### config.mk
export PLATFORM = sky130hd
export DESIGN_NAME = line_brownout_fault_sequencer
export DESIGN_NICKNAME = d
export VERILOG_FILES = /design/src/hw/bo_seq_pkg.sv /design/src/hw/sync2.sv /design/src/hw/line_brownout_fault_sequencer.sv
export VERILOG_INCLUDE_DIRS = /design/src /design/src/hw
export SDC_FILE = /design/constraint.sdc
export NUM_CORES = 1
export LEC_CHECK = 0
export BUFFER_PORTS_ARGS = -buffer_cell sky130_fd_sc_hd__buf_2
export CAP_MARGIN = 20
export CORE_ASPECT_RATIO = 1.2
export CORE_MARGIN = 1.5
export CORE_UTILIZATION = 40
export CTS_BUF_LIST = sky130_fd_sc_hd__clkbuf_8 sky130_fd_sc_hd__clkbuf_16
export DETAILED_ROUTE_END_ITERATION = 10
export GPL_TIMING_DRIVEN = 0
export SLEW_MARGIN = 25
export SYNTH_ARGS = -nofsm -noshare
export SYNTH_HDL_FRONTEND = slang
export SYNTH_HIERARCHICAL = 1
export SYNTH_SLANG_ARGS = --single-unit
### constraint.sdc
create_clock -name ref_clk_i -period 3.4 [get_ports ref_clk_i]
set_input_delay 0.68 -clock ref_clk_i [delete_from_list [all_inputs] [get_ports ref_clk_i]]
set_output_delay 0.68 -clock ref_clk_i [all_outputs]
set_load 0.02 [all_outputs]
### src/hw/bo_seq_regs.svh
`ifndef BO_SEQ_REGS_SVH
`define BO_SEQ_REGS_SVH
// register byte offsets
`define REG_CTRL 8'h00
`define REG_STATUS 8'h04
`define REG_IRQ_STAT 8'h08
`define REG_IRQ_MASK 8'h0C
// ctrl fields
`define CTRL_PWR_OK_BIT 0
`define CTRL_SUPPLY_START_BIT 1
`define CTRL_RESET 8'h00
`define IRQ_MASK_RESET 4'h0
// irq status bits
`define IRQ_FAULT_SET 0
`define IRQ_FAULT_CLR 1
`define IRQ_OC 2
`define IRQ_OP 3
// timing
`define CLK_HZ 100000000
`define BLANK_MS 50
`define WINDOW_MS 50
`define BLANK_MIN_MS 25
`define LINE_THRESH_MV 1000
`define CLAMP_MV 980
`define SINK_UA 7
`define OC_THRESH_UA 200
`define OP_THRESH_UVA 275
`endif

### src/hw/bo_seq_pkg.sv
package bo_seq_pkg;
    typedef enum logic [1:0] {
        ST_IDLE = 2'b00,
        ST_BLANK = 2'b01,
        ST_WINDOW = 2'b10,
        ST_FAULT = 2'b11
    } seq_state_e;
    typedef struct packed {
        logic undervoltage;
        logic overcurrent;
        logic overpower;
    } cmp_s;
    typedef struct packed {
        logic driver_en;
        logic ctrl_ground;
        logic hold_clamp;
        logic hysteresis_sink;
        logic sense_pulldown;
    } analog_ctl_s;
endpackage

### src/hw/sync2.sv
`timescale 1ns/1ps
`default_nettype none
module sync2 #(
    parameter int W = 3
) (
    input wire logic ref_clk_i,
    input wire logic rstn_i,
    input wire logic [W-1:0] d_i,
    output logic [W-1:0] q_o
);
    logic [W-1:0] meta;
    // meta feeds only the second stage
    always_ff @(posedge ref_clk_i or negedge rstn_i) begin
        if (!rstn_i) begin
            meta <= '0;
            q_o <= '0;
        end else begin
            meta <= d_i;
            q_o <= meta;
        end
    end
endmodule
`default_nettype wire

### src/hw/line_brownout_fault_sequencer.sv
// Added by the designer: the Wishbone interface to the registers and the register offsets.
`timescale 1ns/1ps
`default_nettype none
`include "bo_seq_regs.svh"
// Notes on behaviour
// - comparator high when line below threshold
// - on undervoltage connect clamp, start blanking
// - faults ignored while blanking runs
// - blanking never shorter than minimum
// - blanking end opens confirmation window
// - undervoltage in window raises fault flag
// - quiet window leaves fault flag low
// - fault disables driver, grounds control node
// - fault removes clamp, enables hysteresis sink once started
// - not ready holds sense low, fault high
// - ready releases pulldown, turns sink off unless in fault
// - sink on when off, except before start
// - overcurrent forces drive low
// - overcurrent recovery automatic, no latch
// - overpower turns driver off
// - overpower release automatic
module line_brownout_fault_sequencer #(
    parameter int BLANK_CYC = (`BLANK_MS * (`CLK_HZ / 1000)),
    parameter int WINDOW_CYC = (`WINDOW_MS * (`CLK_HZ / 1000))
) (
    input wire logic ref_clk_i,
    input wire logic rstn_i,
    input wire logic undervoltage_compare_i,
    input wire logic overcurrent_i,
    input wire logic overpower_i,
    input wire logic pwm_i,
    input wire logic wb_cyc_i,
    input wire logic wb_stb_i,
    input wire logic wb_we_i,
    input wire logic [7:0] wb_adr_i,
    input wire logic [3:0] wb_sel_i,
    input wire logic [31:0] wb_dat_i,
    output logic [31:0] wb_dat_o,
    output logic wb_ack_o,
    output logic line_fault_flag_o,
    output logic gate_drive_o,
    output logic ctrl_ground_o,
    output logic hold_clamp_o,
    output logic hysteresis_sink_o,
    output logic sense_pulldown_o,
    output logic irq_o
);
    localparam int CNT_W = 32;

    bo_seq_pkg::cmp_s cmp_raw;
    bo_seq_pkg::cmp_s cmp;
    bo_seq_pkg::seq_state_e state;
    bo_seq_pkg::seq_state_e next_state;
    bo_seq_pkg::analog_ctl_s actl;

    logic [CNT_W-1:0] timer;
    logic [CNT_W-1:0] next_timer;
    logic blank_done;
    logic window_done;

    logic [7:0] ctrl;
    logic [3:0] irq_stat;
    logic [3:0] irq_mask;
    logic [3:0] irq_evt;

    logic ready;
    logic started;
    logic fault_q;
    logic fault_rise;
    logic fault_fall;
    logic oc_q;
    logic op_q;
    logic oc_cut;
    logic op_cut;

    logic req;
    logic wr;
    logic next_ack;
    logic [31:0] next_rdata;

    assign cmp_raw = '{undervoltage: undervoltage_compare_i, overcurrent: overcurrent_i, overpower: overpower_i};

    // comparators arrive asynchronously from the analog side
    sync2 #(.W(3)) sync2_i (
        .ref_clk_i(ref_clk_i),
        .rstn_i(rstn_i),
        .d_i(cmp_raw),
        .q_o(cmp)
    );

    // software reports supply, on/off, bulk and thermal health
    assign ready = ctrl[`CTRL_PWR_OK_BIT];

    // started latches once the supply first reaches its start level
    always_ff @(posedge ref_clk_i or negedge rstn_i) begin
        if (!rstn_i) begin
            started <= 1'b0;
        end else if (ctrl[`CTRL_SUPPLY_START_BIT]) begin
            started <= 1'b1;
        end
    end

    // terminal counts; the nominal count costs flops but keeps the minimum blanking guaranteed
    assign blank_done = (timer == CNT_W'(BLANK_CYC - 1));
    assign window_done = (timer == CNT_W'(WINDOW_CYC - 1));

    // comparator high means line below threshold
    always_comb begin
        next_state = state;
        unique case (state)
            bo_seq_pkg::ST_FAULT: begin
                if (!cmp.undervoltage) begin
                    next_state = bo_seq_pkg::ST_IDLE;
                end
            end
            bo_seq_pkg::ST_IDLE: begin
                if (cmp.undervoltage) begin
                    next_state = bo_seq_pkg::ST_BLANK;
                end
            end
            bo_seq_pkg::ST_BLANK: begin
                // the comparator is ignored here; full count also covers the minimum
                if (blank_done) begin
                    next_state = bo_seq_pkg::ST_WINDOW;
                end
            end
            bo_seq_pkg::ST_WINDOW: begin
                if (cmp.undervoltage) begin
                    next_state = bo_seq_pkg::ST_FAULT;
                end else if (window_done) begin
                    next_state = bo_seq_pkg::ST_IDLE;
                end
            end
        endcase
        // not ready forces the fault state, so start-up always begins with the flag high
        if (!ready) begin
            next_state = bo_seq_pkg::ST_FAULT;
        end
    end

    always_comb begin
        next_timer = '0;
        // a state change restarts the count, so every sequence starts from zero
        if (ready && (next_state == state)) begin
            if ((state == bo_seq_pkg::ST_BLANK) || (state == bo_seq_pkg::ST_WINDOW)) begin
                next_timer = timer + 1'b1;
            end
        end
    end

    always_ff @(posedge ref_clk_i or negedge rstn_i) begin
        if (!rstn_i) begin
            state <= bo_seq_pkg::ST_FAULT;
        end else begin
            state <= next_state;
        end
    end

    // the count only runs in blank and window states
    always_ff @(posedge ref_clk_i or negedge rstn_i) begin
        if (!rstn_i) begin
            timer <= '0;
        end else begin
            timer <= next_timer;
        end
    end

    assign fault_q = (state == bo_seq_pkg::ST_FAULT);
    // edges of the fault state, seen one cycle before the flag pin moves
    assign fault_rise = fault_q && !line_fault_flag_o;
    assign fault_fall = !fault_q && line_fault_flag_o;

    // over-current and over-power gate each cycle; nothing is latched, so recovery is immediate
    assign oc_cut = cmp.overcurrent;
    assign op_cut = cmp.overpower;

    // pulldown waits for the fault state so the flag never lags it
    always_comb begin
        actl.driver_en = !fault_q && !oc_cut && !op_cut;
        actl.ctrl_ground = fault_q;
        actl.hold_clamp = (state == bo_seq_pkg::ST_BLANK) || (state == bo_seq_pkg::ST_WINDOW);
        actl.sense_pulldown = !ready && fault_q;
        actl.hysteresis_sink = started && (fault_q || !ready);
    end

    // outputs registered to keep the analog switches glitch free
    always_ff @(posedge ref_clk_i or negedge rstn_i) begin
        if (!rstn_i) begin
            line_fault_flag_o <= 1'b1;
        end else begin
            line_fault_flag_o <= fault_q;
        end
    end

    always_ff @(posedge ref_clk_i or negedge rstn_i) begin
        if (!rstn_i) begin
            gate_drive_o <= 1'b0;
        end else begin
            gate_drive_o <= pwm_i && actl.driver_en;
        end
    end

    always_ff @(posedge ref_clk_i or negedge rstn_i) begin
        if (!rstn_i) begin
            ctrl_ground_o <= 1'b1;
        end else begin
            ctrl_ground_o <= actl.ctrl_ground;
        end
    end

    always_ff @(posedge ref_clk_i or negedge rstn_i) begin
        if (!rstn_i) begin
            hold_clamp_o <= 1'b0;
        end else begin
            hold_clamp_o <= actl.hold_clamp;
        end
    end

    always_ff @(posedge ref_clk_i or negedge rstn_i) begin
        if (!rstn_i) begin
            hysteresis_sink_o <= 1'b0;
        end else begin
            hysteresis_sink_o <= actl.hysteresis_sink;
        end
    end

    always_ff @(posedge ref_clk_i or negedge rstn_i) begin
        if (!rstn_i) begin
            sense_pulldown_o <= 1'b1;
        end else begin
            sense_pulldown_o <= actl.sense_pulldown;
        end
    end

    // event edges for the interrupt block
    always_ff @(posedge ref_clk_i or negedge rstn_i) begin
        if (!rstn_i) begin
            oc_q <= 1'b0;
        end else begin
            oc_q <= cmp.overcurrent;
        end
    end

    always_ff @(posedge ref_clk_i or negedge rstn_i) begin
        if (!rstn_i) begin
            op_q <= 1'b0;
        end else begin
            op_q <= cmp.overpower;
        end
    end

    always_comb begin
        irq_evt = 4'h0;
        irq_evt[`IRQ_FAULT_SET] = fault_rise;
        irq_evt[`IRQ_FAULT_CLR] = fault_fall;
        irq_evt[`IRQ_OC] = cmp.overcurrent && !oc_q;
        irq_evt[`IRQ_OP] = cmp.overpower && !op_q;
    end

    assign req = wb_cyc_i && wb_stb_i;
    // writes land at the edge where the master sees ack, as in a classic cycle
    assign wr = req && wb_we_i && wb_ack_o && wb_sel_i[0];
    // never two acks in a row, so a held request is answered every second cycle
    assign next_ack = req && !wb_ack_o;

    // ctrl bit 0 is the overall health, bit 1 the start level
    always_ff @(posedge ref_clk_i or negedge rstn_i) begin
        if (!rstn_i) begin
            ctrl <= `CTRL_RESET;
        end else if (wr && (wb_adr_i == `REG_CTRL)) begin
            ctrl <= wb_dat_i[7:0];
        end
    end

    // mask resets closed so no interrupt fires before software is ready
    always_ff @(posedge ref_clk_i or negedge rstn_i) begin
        if (!rstn_i) begin
            irq_mask <= `IRQ_MASK_RESET;
        end else if (wr && (wb_adr_i == `REG_IRQ_MASK)) begin
            irq_mask <= wb_dat_i[3:0];
        end
    end

    // a new event wins over a write-one clear in the same cycle
    for (genvar i = 0; i < 4; i++) begin : g_irq
        always_ff @(posedge ref_clk_i or negedge rstn_i) begin
            if (!rstn_i) begin
                irq_stat[i] <= 1'b0;
            end else if (irq_evt[i]) begin
                irq_stat[i] <= 1'b1;
            end else if (wr && (wb_adr_i == `REG_IRQ_STAT) && wb_dat_i[i]) begin
                irq_stat[i] <= 1'b0;
            end
        end
    end

    // level output; it stays high until software clears or masks the bit
    assign irq_o = |(irq_stat & irq_mask);

    // unmapped addresses read as zero and writes to them are dropped
    always_comb begin
        next_rdata = 32'h0000_0000;
        unique case (wb_adr_i)
            `REG_CTRL: begin
                next_rdata = {24'h000000, ctrl};
            end
            `REG_STATUS: begin
                next_rdata = {25'h0000000, cmp.overpower, cmp.overcurrent, cmp.undervoltage, state, started, fault_q};
            end
            `REG_IRQ_STAT: begin
                next_rdata = {28'h0000000, irq_stat};
            end
            `REG_IRQ_MASK: begin
                next_rdata = {28'h0000000, irq_mask};
            end
            default: begin
                next_rdata = 32'h0000_0000;
            end
        endcase
    end

    // one wait state: ack one cycle after the request is seen
    always_ff @(posedge ref_clk_i or negedge rstn_i) begin
        if (!rstn_i) begin
            wb_ack_o <= 1'b0;
        end else begin
            wb_ack_o <= next_ack;
        end
    end

    always_ff @(posedge ref_clk_i or negedge rstn_i) begin
        if (!rstn_i) begin
            wb_dat_o <= 32'h0000_0000;
        end else begin
            wb_dat_o <= next_rdata;
        end
    end
endmodule
`default_nettype wire

==> results.json, run 1 <==
{
  "rows": 37,
  "synth-seq-cells": 73,
  "yosys_warnings": 6,
  "arrival_ns": 2.74,
  "synth_top_area_share_pct": 48.4,
  "grt_overflow_total": 0,
  "root_buffer": "clkbuf_8",
  "p_per_area_nw_per_um2": 413,
  "cp-end-kind": "flip-flop",
  "initial_core_util_pct": 41.5,
  "syn_area_per_cell_um2": 10.8,
  "setup_ws_ns": 0.935,
  "clock_latency_ns": 0.35,
  "place_ws_ns": 0.639,
  "diodes": 0,
  "leakage_nw": 1.99,
  "layout.cells.non_filler": 528,
  "drv_slew": 0,
  "postCtsHoldBufs": 0,
  "relSlewSlack_pct": 37.7,
  "place_inst": 512,
  "cp-start-kind": "flip-flop",
  "crit_chain": "ha_1, clkbuf_1, inv_1, a41oi_1, o32a_1, o211ai_4, buf_6, nor2_1",
  "cts_made_buffers": 9,
  "die_y_um": 106,
  "drc": 0,
  "num_vias": 2527,
  "slowest_stage": "dfstp_2",
  "cp.required_ns": 3.67,
  "critPathTopFamily": "buffers and inverters",
  "worst_pin_slew_ns": 0.925,
  "setup-tns-final_ns": 0,
  "synth-seq-area-share_pct": 51.3,
  "num_io_pins": 93,
  "ant_nets": 0,
  "layout_commonest_cell": "dfrtp_1",
  "cts_tree": "done",
  "cts_resized": 0,
  "hold_class": "in -> async",
  "ir_drop_v": 0.000215,
  "track_usage_pct": 16.3,
  "crit_path_max_fanout": 10,
  "first_pass_iters": 4,
  "wl_mm": 7.11,
  "synth_flop_cell": "dfrtp_1",
  "rsz0062_at_grt": "false",
  "max_stage_delay_ns": 0.64,
  "ys_top_cells_by_area": "dfrtp_1 (48%), buf_4 (5.3%), nor2_1 (4.6%)",
  "grt_start_max_net_pins": 44,
  "clockBufferDepth": 2,
  "layout_common_cells": "dfrtp_1 (69), nor2_1 (44), buf_2 (39)",
  "die-area_um2": 9500,
  "clk_pin_slew_ns": 0.09,
  "numPortBuffers": 40,
  "areaGrowthSynthToFinish_pct": 19.1,
  "drive_gt1_share_pct": 27.3,
  "cts_setup_buffers": 0,
  "netlist-cell-type-count": 45,
  "fin_crit_sh_pct": 72.5,
  "syn_area_um2": 3570,
  "async_flop_share_pct": 100,
  "clock_skew_ns": 0.0109,
  "drt-initial-drc-count": 67,
  "htree_levels": 3,
  "viasPerCell": 4.79,
  "cts_sinks": 73,
  "min_period_ns": 2.46,
  "synth-edff-count": 0,
  "die_w_um": 89.2,
  "holdWs_ns": 0.255,
  "place_hpwl_mm": 5.12,
  "fmax_mhz": 406,
  "fin_nets": 464,
  "critPathBufInv": 3,
  "routedWlPerCell_um": 13.5,
  "hold_viol_final": 0,
  "antenna_found_initial": 0,
  "setup_viol": 0,
  "syn_inst": 331,
  "grt_pass1_wl_mm": 11.8,
  "drv_cap": 0,
  "grt_pass1_vias": 2496,
  "status": "complete, no violations",
  "place_congestion": 0.824,
  "yosys.area.top_type": "dfrtp_1",
  "crit_type": "reg -> reg",
  "core_area_um2": 8610
}
==> cell type report <==
class                   count  area (um2)
plain buffers              35         248
clock buffers               9         124
clock inverters             7         103
fillers                   835        4360
inverters                  11        41.3
multi-input cells         235        1540
flip-flops and latches     73        1830
well taps                 117         146
repair buffers             41         223
==> path summary, 6_finish.rpt <==
| path | startpoint | end | slack (ns) | cells after the start |
|---|---|---|---|---|
| hold reg to reg | sync2_i/meta[0] | sync2_i/q_o[0] | 0.35 | 0 |
| setup reg to reg | state[1] | timer[8] | 0.94 | 8 |
| min in group ref_clk_i | sync2_i/meta[0] | sync2_i/q_o[0] | 0.35 | 0 |
| max in group asynchronous | rstn_i | state[1] | 2.53 | 2 |
| hold / removal | rstn_i | hysteresis_sink_o | 0.25 | 1 |
| setup / recovery | state[1] | timer[8] | 0.94 | 8 |
==> metal layers <==
layer / global-route usage, % / routed length, um / share of wire (%) / up-vias
met3: 3.42 / 271 / 3.8 / 7
met4: 6.26 / 66 / 0.93 / 0
met5: 0 / 0 / 0 / -
met1: 19.5 / 3140 / 44 / 1214
li1: - / - / - / 1247
met2: 28.1 / 3630 / 51 / 59
==> synthesized netlist by cell type (2+ instances only) <==
cell / instances
nor4_1: 6
buf_6: 3
clkbuf_1: 7
or2_2: 3
o2bb2ai_1: 2
inv_1: 11
mux2i_1: 3
xnor2_1: 12
mux4_2: 4
a22oi_1: 2
nor2b_1: 2
and3_1: 9
mux2_2: 12
and4_1: 4
a22o_1: 3
nor3_1: 7
dfstp_2: 4
ha_1: 5
nor2_1: 44
nand2_1: 20
or4_1: 2
nor4b_1: 3
xor2_1: 18
o21ai_0: 2
dfrtp_1: 69
buf_4: 25
nand4_1: 11
nand3_1: 19
a21oi_1: 3
==> power by group <==
part | switching, mW | internal (mW)
combinational | 0.0636 | 0.0437
clock | 0.350 | 0.421
sequential | 0.00375 | 0.875
==> registers in the layout, summed over array words and instances (netlist names) <==
name	flops
timer	32
started	1
state	2
ctrl_ground_o	1
ctrl	8
wb_dat_o	8
oc_q	1
sync2_i/q_o	3
gate_drive_o	1
op_q	1
wb_ack_o	1
irq_mask	4
sense_pulldown_o	1
hysteresis_sink_o	1
sync2_i/meta	3
irq_stat	4
hold_clamp_o	1
==> through the flow <==
| step | cell area (um2) | util [%] | total power, mW |
|---|---|---|---|
| 2_1_floorplan | 3660 | - | 0.962 |
| 3_3_place_gp | 4000 | 46.5 | 1.00 |
| 3_5_place_dp | 4030 | 46.7 | 1.00 |
| 4_1_cts | 4250 | 49.4 | 1.79 |
| 5_1_grt | 4250 | 49.4 | 1.83 |
| 6_report | 4250 | 49.4 | 1.76 |
==> cells by family after synthesis <==
kind of cell    share of synthesized area (%)
flops                                    51.3
simple gates                             19.2
other cells                             0.105
xor+xnor                                 7.36
buf+inv                                  8.10
compound gates                           5.05
fa+ha+maj                                1.75
mux                                      7.15
(Power assumes the default switching activity.)
==> run 2, diff against run 1 <==
==> constraint.sdc (replaced) <==
create_clock -name ref_clk_i -period 2.5 [get_ports ref_clk_i]
set_input_delay 0.5 -clock ref_clk_i [delete_from_list [all_inputs] [get_ports ref_clk_i]]
set_output_delay 0.5 -clock ref_clk_i [all_outputs]
set_load 0.02 [all_outputs]
==> run 2 against run 1 <==
Compared with the run above: critical path depth shrank 2; critical endpoint unchanged; fmax grew 3.9%; hold slack lost 0.18 ns; sequential power grew 37%; worst setup slack lost 0.81 ns; highest routed layer unchanged; combinational power grew 36%; critical path type unchanged; clock power grew 36%; sequential cell count is the same.
==> results.json, run 2 (synthesis results as in run 1) <==
{
  "leakage_nw": 1.99,
  "drv_slew": 0,
  "num_io_pins": 93,
  "multiInputGateArea_um2": 1540,
  "initial_core_util_pct": 41.5,
  "track_usage_pct": 16.3,
  "clock_skew_ns": 0.0114,
  "arrival_ns": 2.60,
  "numPortBuffers": 40,
  "grt_pass1_vias": 2496,
  "r2r_slack_ns": 0.13,
  "worst_pin_slew_ns": 0.677,
  "clk_pin_slew_ns": 0.09,
  "hold_class": "in -> async",
  "crit_path_max_fanout": 10,
  "critPathTopFamily": "simple AND/OR/NAND/NOR gates",
  "switching_power_uw": 568,
  "place_congestion": 0.824,
  "fin_nets": 463,
  "r2r-end": "timer[8]",
  "layout.cells.non_filler": 527,
  "cts_setup_buffers": 0,
  "reg2reg_depth": 6,
  "relSlewSlack_pct": 54.5,
  "htree_levels": 3,
  "slowest_stage": "or4_1",
  "combPwrFrac_pct": 6.1,
  "diodes": 0,
  "setup_viol": 0,
  "wl_mm": 7.14,
  "sw_frac_of_total_pct": 23.8,
  "min_period_ns": 2.37,
  "pwr-share-clk_pct": 43.9,
  "final_cell_area_um2": 4250,
  "fin_crit_sh_pct": 94.9,
  "hold_viol_final": 0,
  "die_w_um": 89.2,
  "max_stage_delay_ns": 0.53,
  "grt_start_max_net_pins": 44,
  "grt_overflow_total": 0,
  "internal_power_mw": 1.82,
  "rows": 37,
  "power_mw": 2.39,
  "setup-tns-final_ns": 0,
  "antenna_found_initial": 0,
  "layout_common_cells": "dfrtp_1 (69), nor2_1 (44), buf_2 (39)",
  "drv_cap": 0,
  "routedWlPerCell_um": 13.5,
  "regMostFlops": "timer",
  "ant_nets": 0,
  "place_ws_ns": -0.0811,
  "crit_type": "reg -> reg",
  "viasPerCell": 4.79,
  "cts_made_buffers": 9,
  "postPlaceCellArea_um2": 4030,
  "layout_commonest_cell": "dfrtp_1",
  "grt_pass1_wl_mm": 11.8,
  "clockBufferDepth": 2,
  "holdWs_ns": 0.0742,
  "cp-start-kind": "flip-flop",
  "ir_drop_v": 0.000293,
  "first_pass_iters": 4,
  "p_seq_share_pct": 50.0,
  "cp-end-kind": "flip-flop",
  "drt-initial-drc-count": 85,
  "cts_tree": "done",
  "cp.required_ns": 2.73,
  "drive_gt1_share_pct": 27.6,
  "area.sequential_um2": 1830,
  "areaGrowthSynthToFinish_pct": 19.2,
  "r2r_start": "timer[28]",
  "n_fill_cell": 834,
  "place_inst": 512,
  "p_per_area_nw_per_um2": 562,
  "cts_sinks": 73,
  "root_buffer": "clkbuf_8",
  "reg_top3": "timer x32, ctrl x8, wb_dat_o x8",
  "core_area_um2": 8610,
  "critPathBufInv": 1,
  "place_hpwl_mm": 5.12,
  "largest_register_ffs": 32,
  "fmax_mhz": 421,
  "rsz0062_at_grt": "false",
  "setup_ws_ns": 0.128,
  "postLayoutCoreUtil_pct": 49.4,
  "status": "complete, no violations",
  "die-area_um2": 9500,
  "drc": 0,
  "die_y_um": 106,
  "clock_latency_ns": 0.35,
  "crit_chain": "or4_1, or3_1, or3_4, o211ai_4, buf_6, nor2_1",
  "num_vias": 2524
}
-- run 2: cell types whose count changed in the layout (fill, tap and decap cells not counted) --
cell,change
nor4_1,-1
o21ai_1,+1
o21ai_0,-1
nor4_2,+1
clkbuf_1,-1
-- run 2: worst register-to-register path: cells and delay by family, from the launching register on --
kind / cells / cell delay [ns]
buffers and inverters: 1 / 0.19
AOI/OAI and AO/OA: 1 / 0.32
and+or+nand+nor: 4 / 1.34
DFF: 1 / 0.42
-- run 2: worst max path at each step --
stage                     start  cells after the start         to  slack, ns
finish                timer[28]                      6   timer[8]       0.13
global route           state[0]                      7   timer[2]       0.03
CTS                    state[1]                      8   timer[8]      0.004
detailed placement  wb_adr_i[5]                      6    ctrl[0]      -0.08
global placement    wb_adr_i[5]                      6    ctrl[0]      -0.07
floorplan             timer[28]                      6  timer[13]       0.33
-- run 2: cell type report --
type                    instances  share of cell area (%)
plain buffers                  34                    5.74
inverters                      11                   0.971
flip-flops and latches         73                    43.1
well taps                     117                    3.44
multi-input cells             235                    36.2
clock inverters                 7                    2.41
repair buffers                 41                    5.24
clock buffers                   9                    2.91
-- run 2: power by group through the flow --
stage	sequential [mW]	combinational, mW	clock, mW
after floorplan	1.22	0.0878	0
after global placement	1.22	0.141	0
after detailed placement	1.22	0.147	0
after CTS	1.20	0.148	1.09
after global routing	1.20	0.163	1.13
final	1.20	0.146	1.05
-- run 2: repair_timing --
action	4_1_cts	5_1_grt
setup endpoints to repair	0	30
gates resized for setup	0	2
hold buffers	0	0
-- run 2: per-layer routing --
| layer | global-route usage (%) | vias up | wire length (um) |
|---|---|---|---|
| li1 | - | 1245 | - |
| met1 | 19.5 | 1209 | 3150 |
| met2 | 28.1 | 63 | 3640 |
| met3 | 3.42 | 7 | 279 |
| met4 | 6.26 | 0 | 70 |
| met5 | 0 | - | 0 |
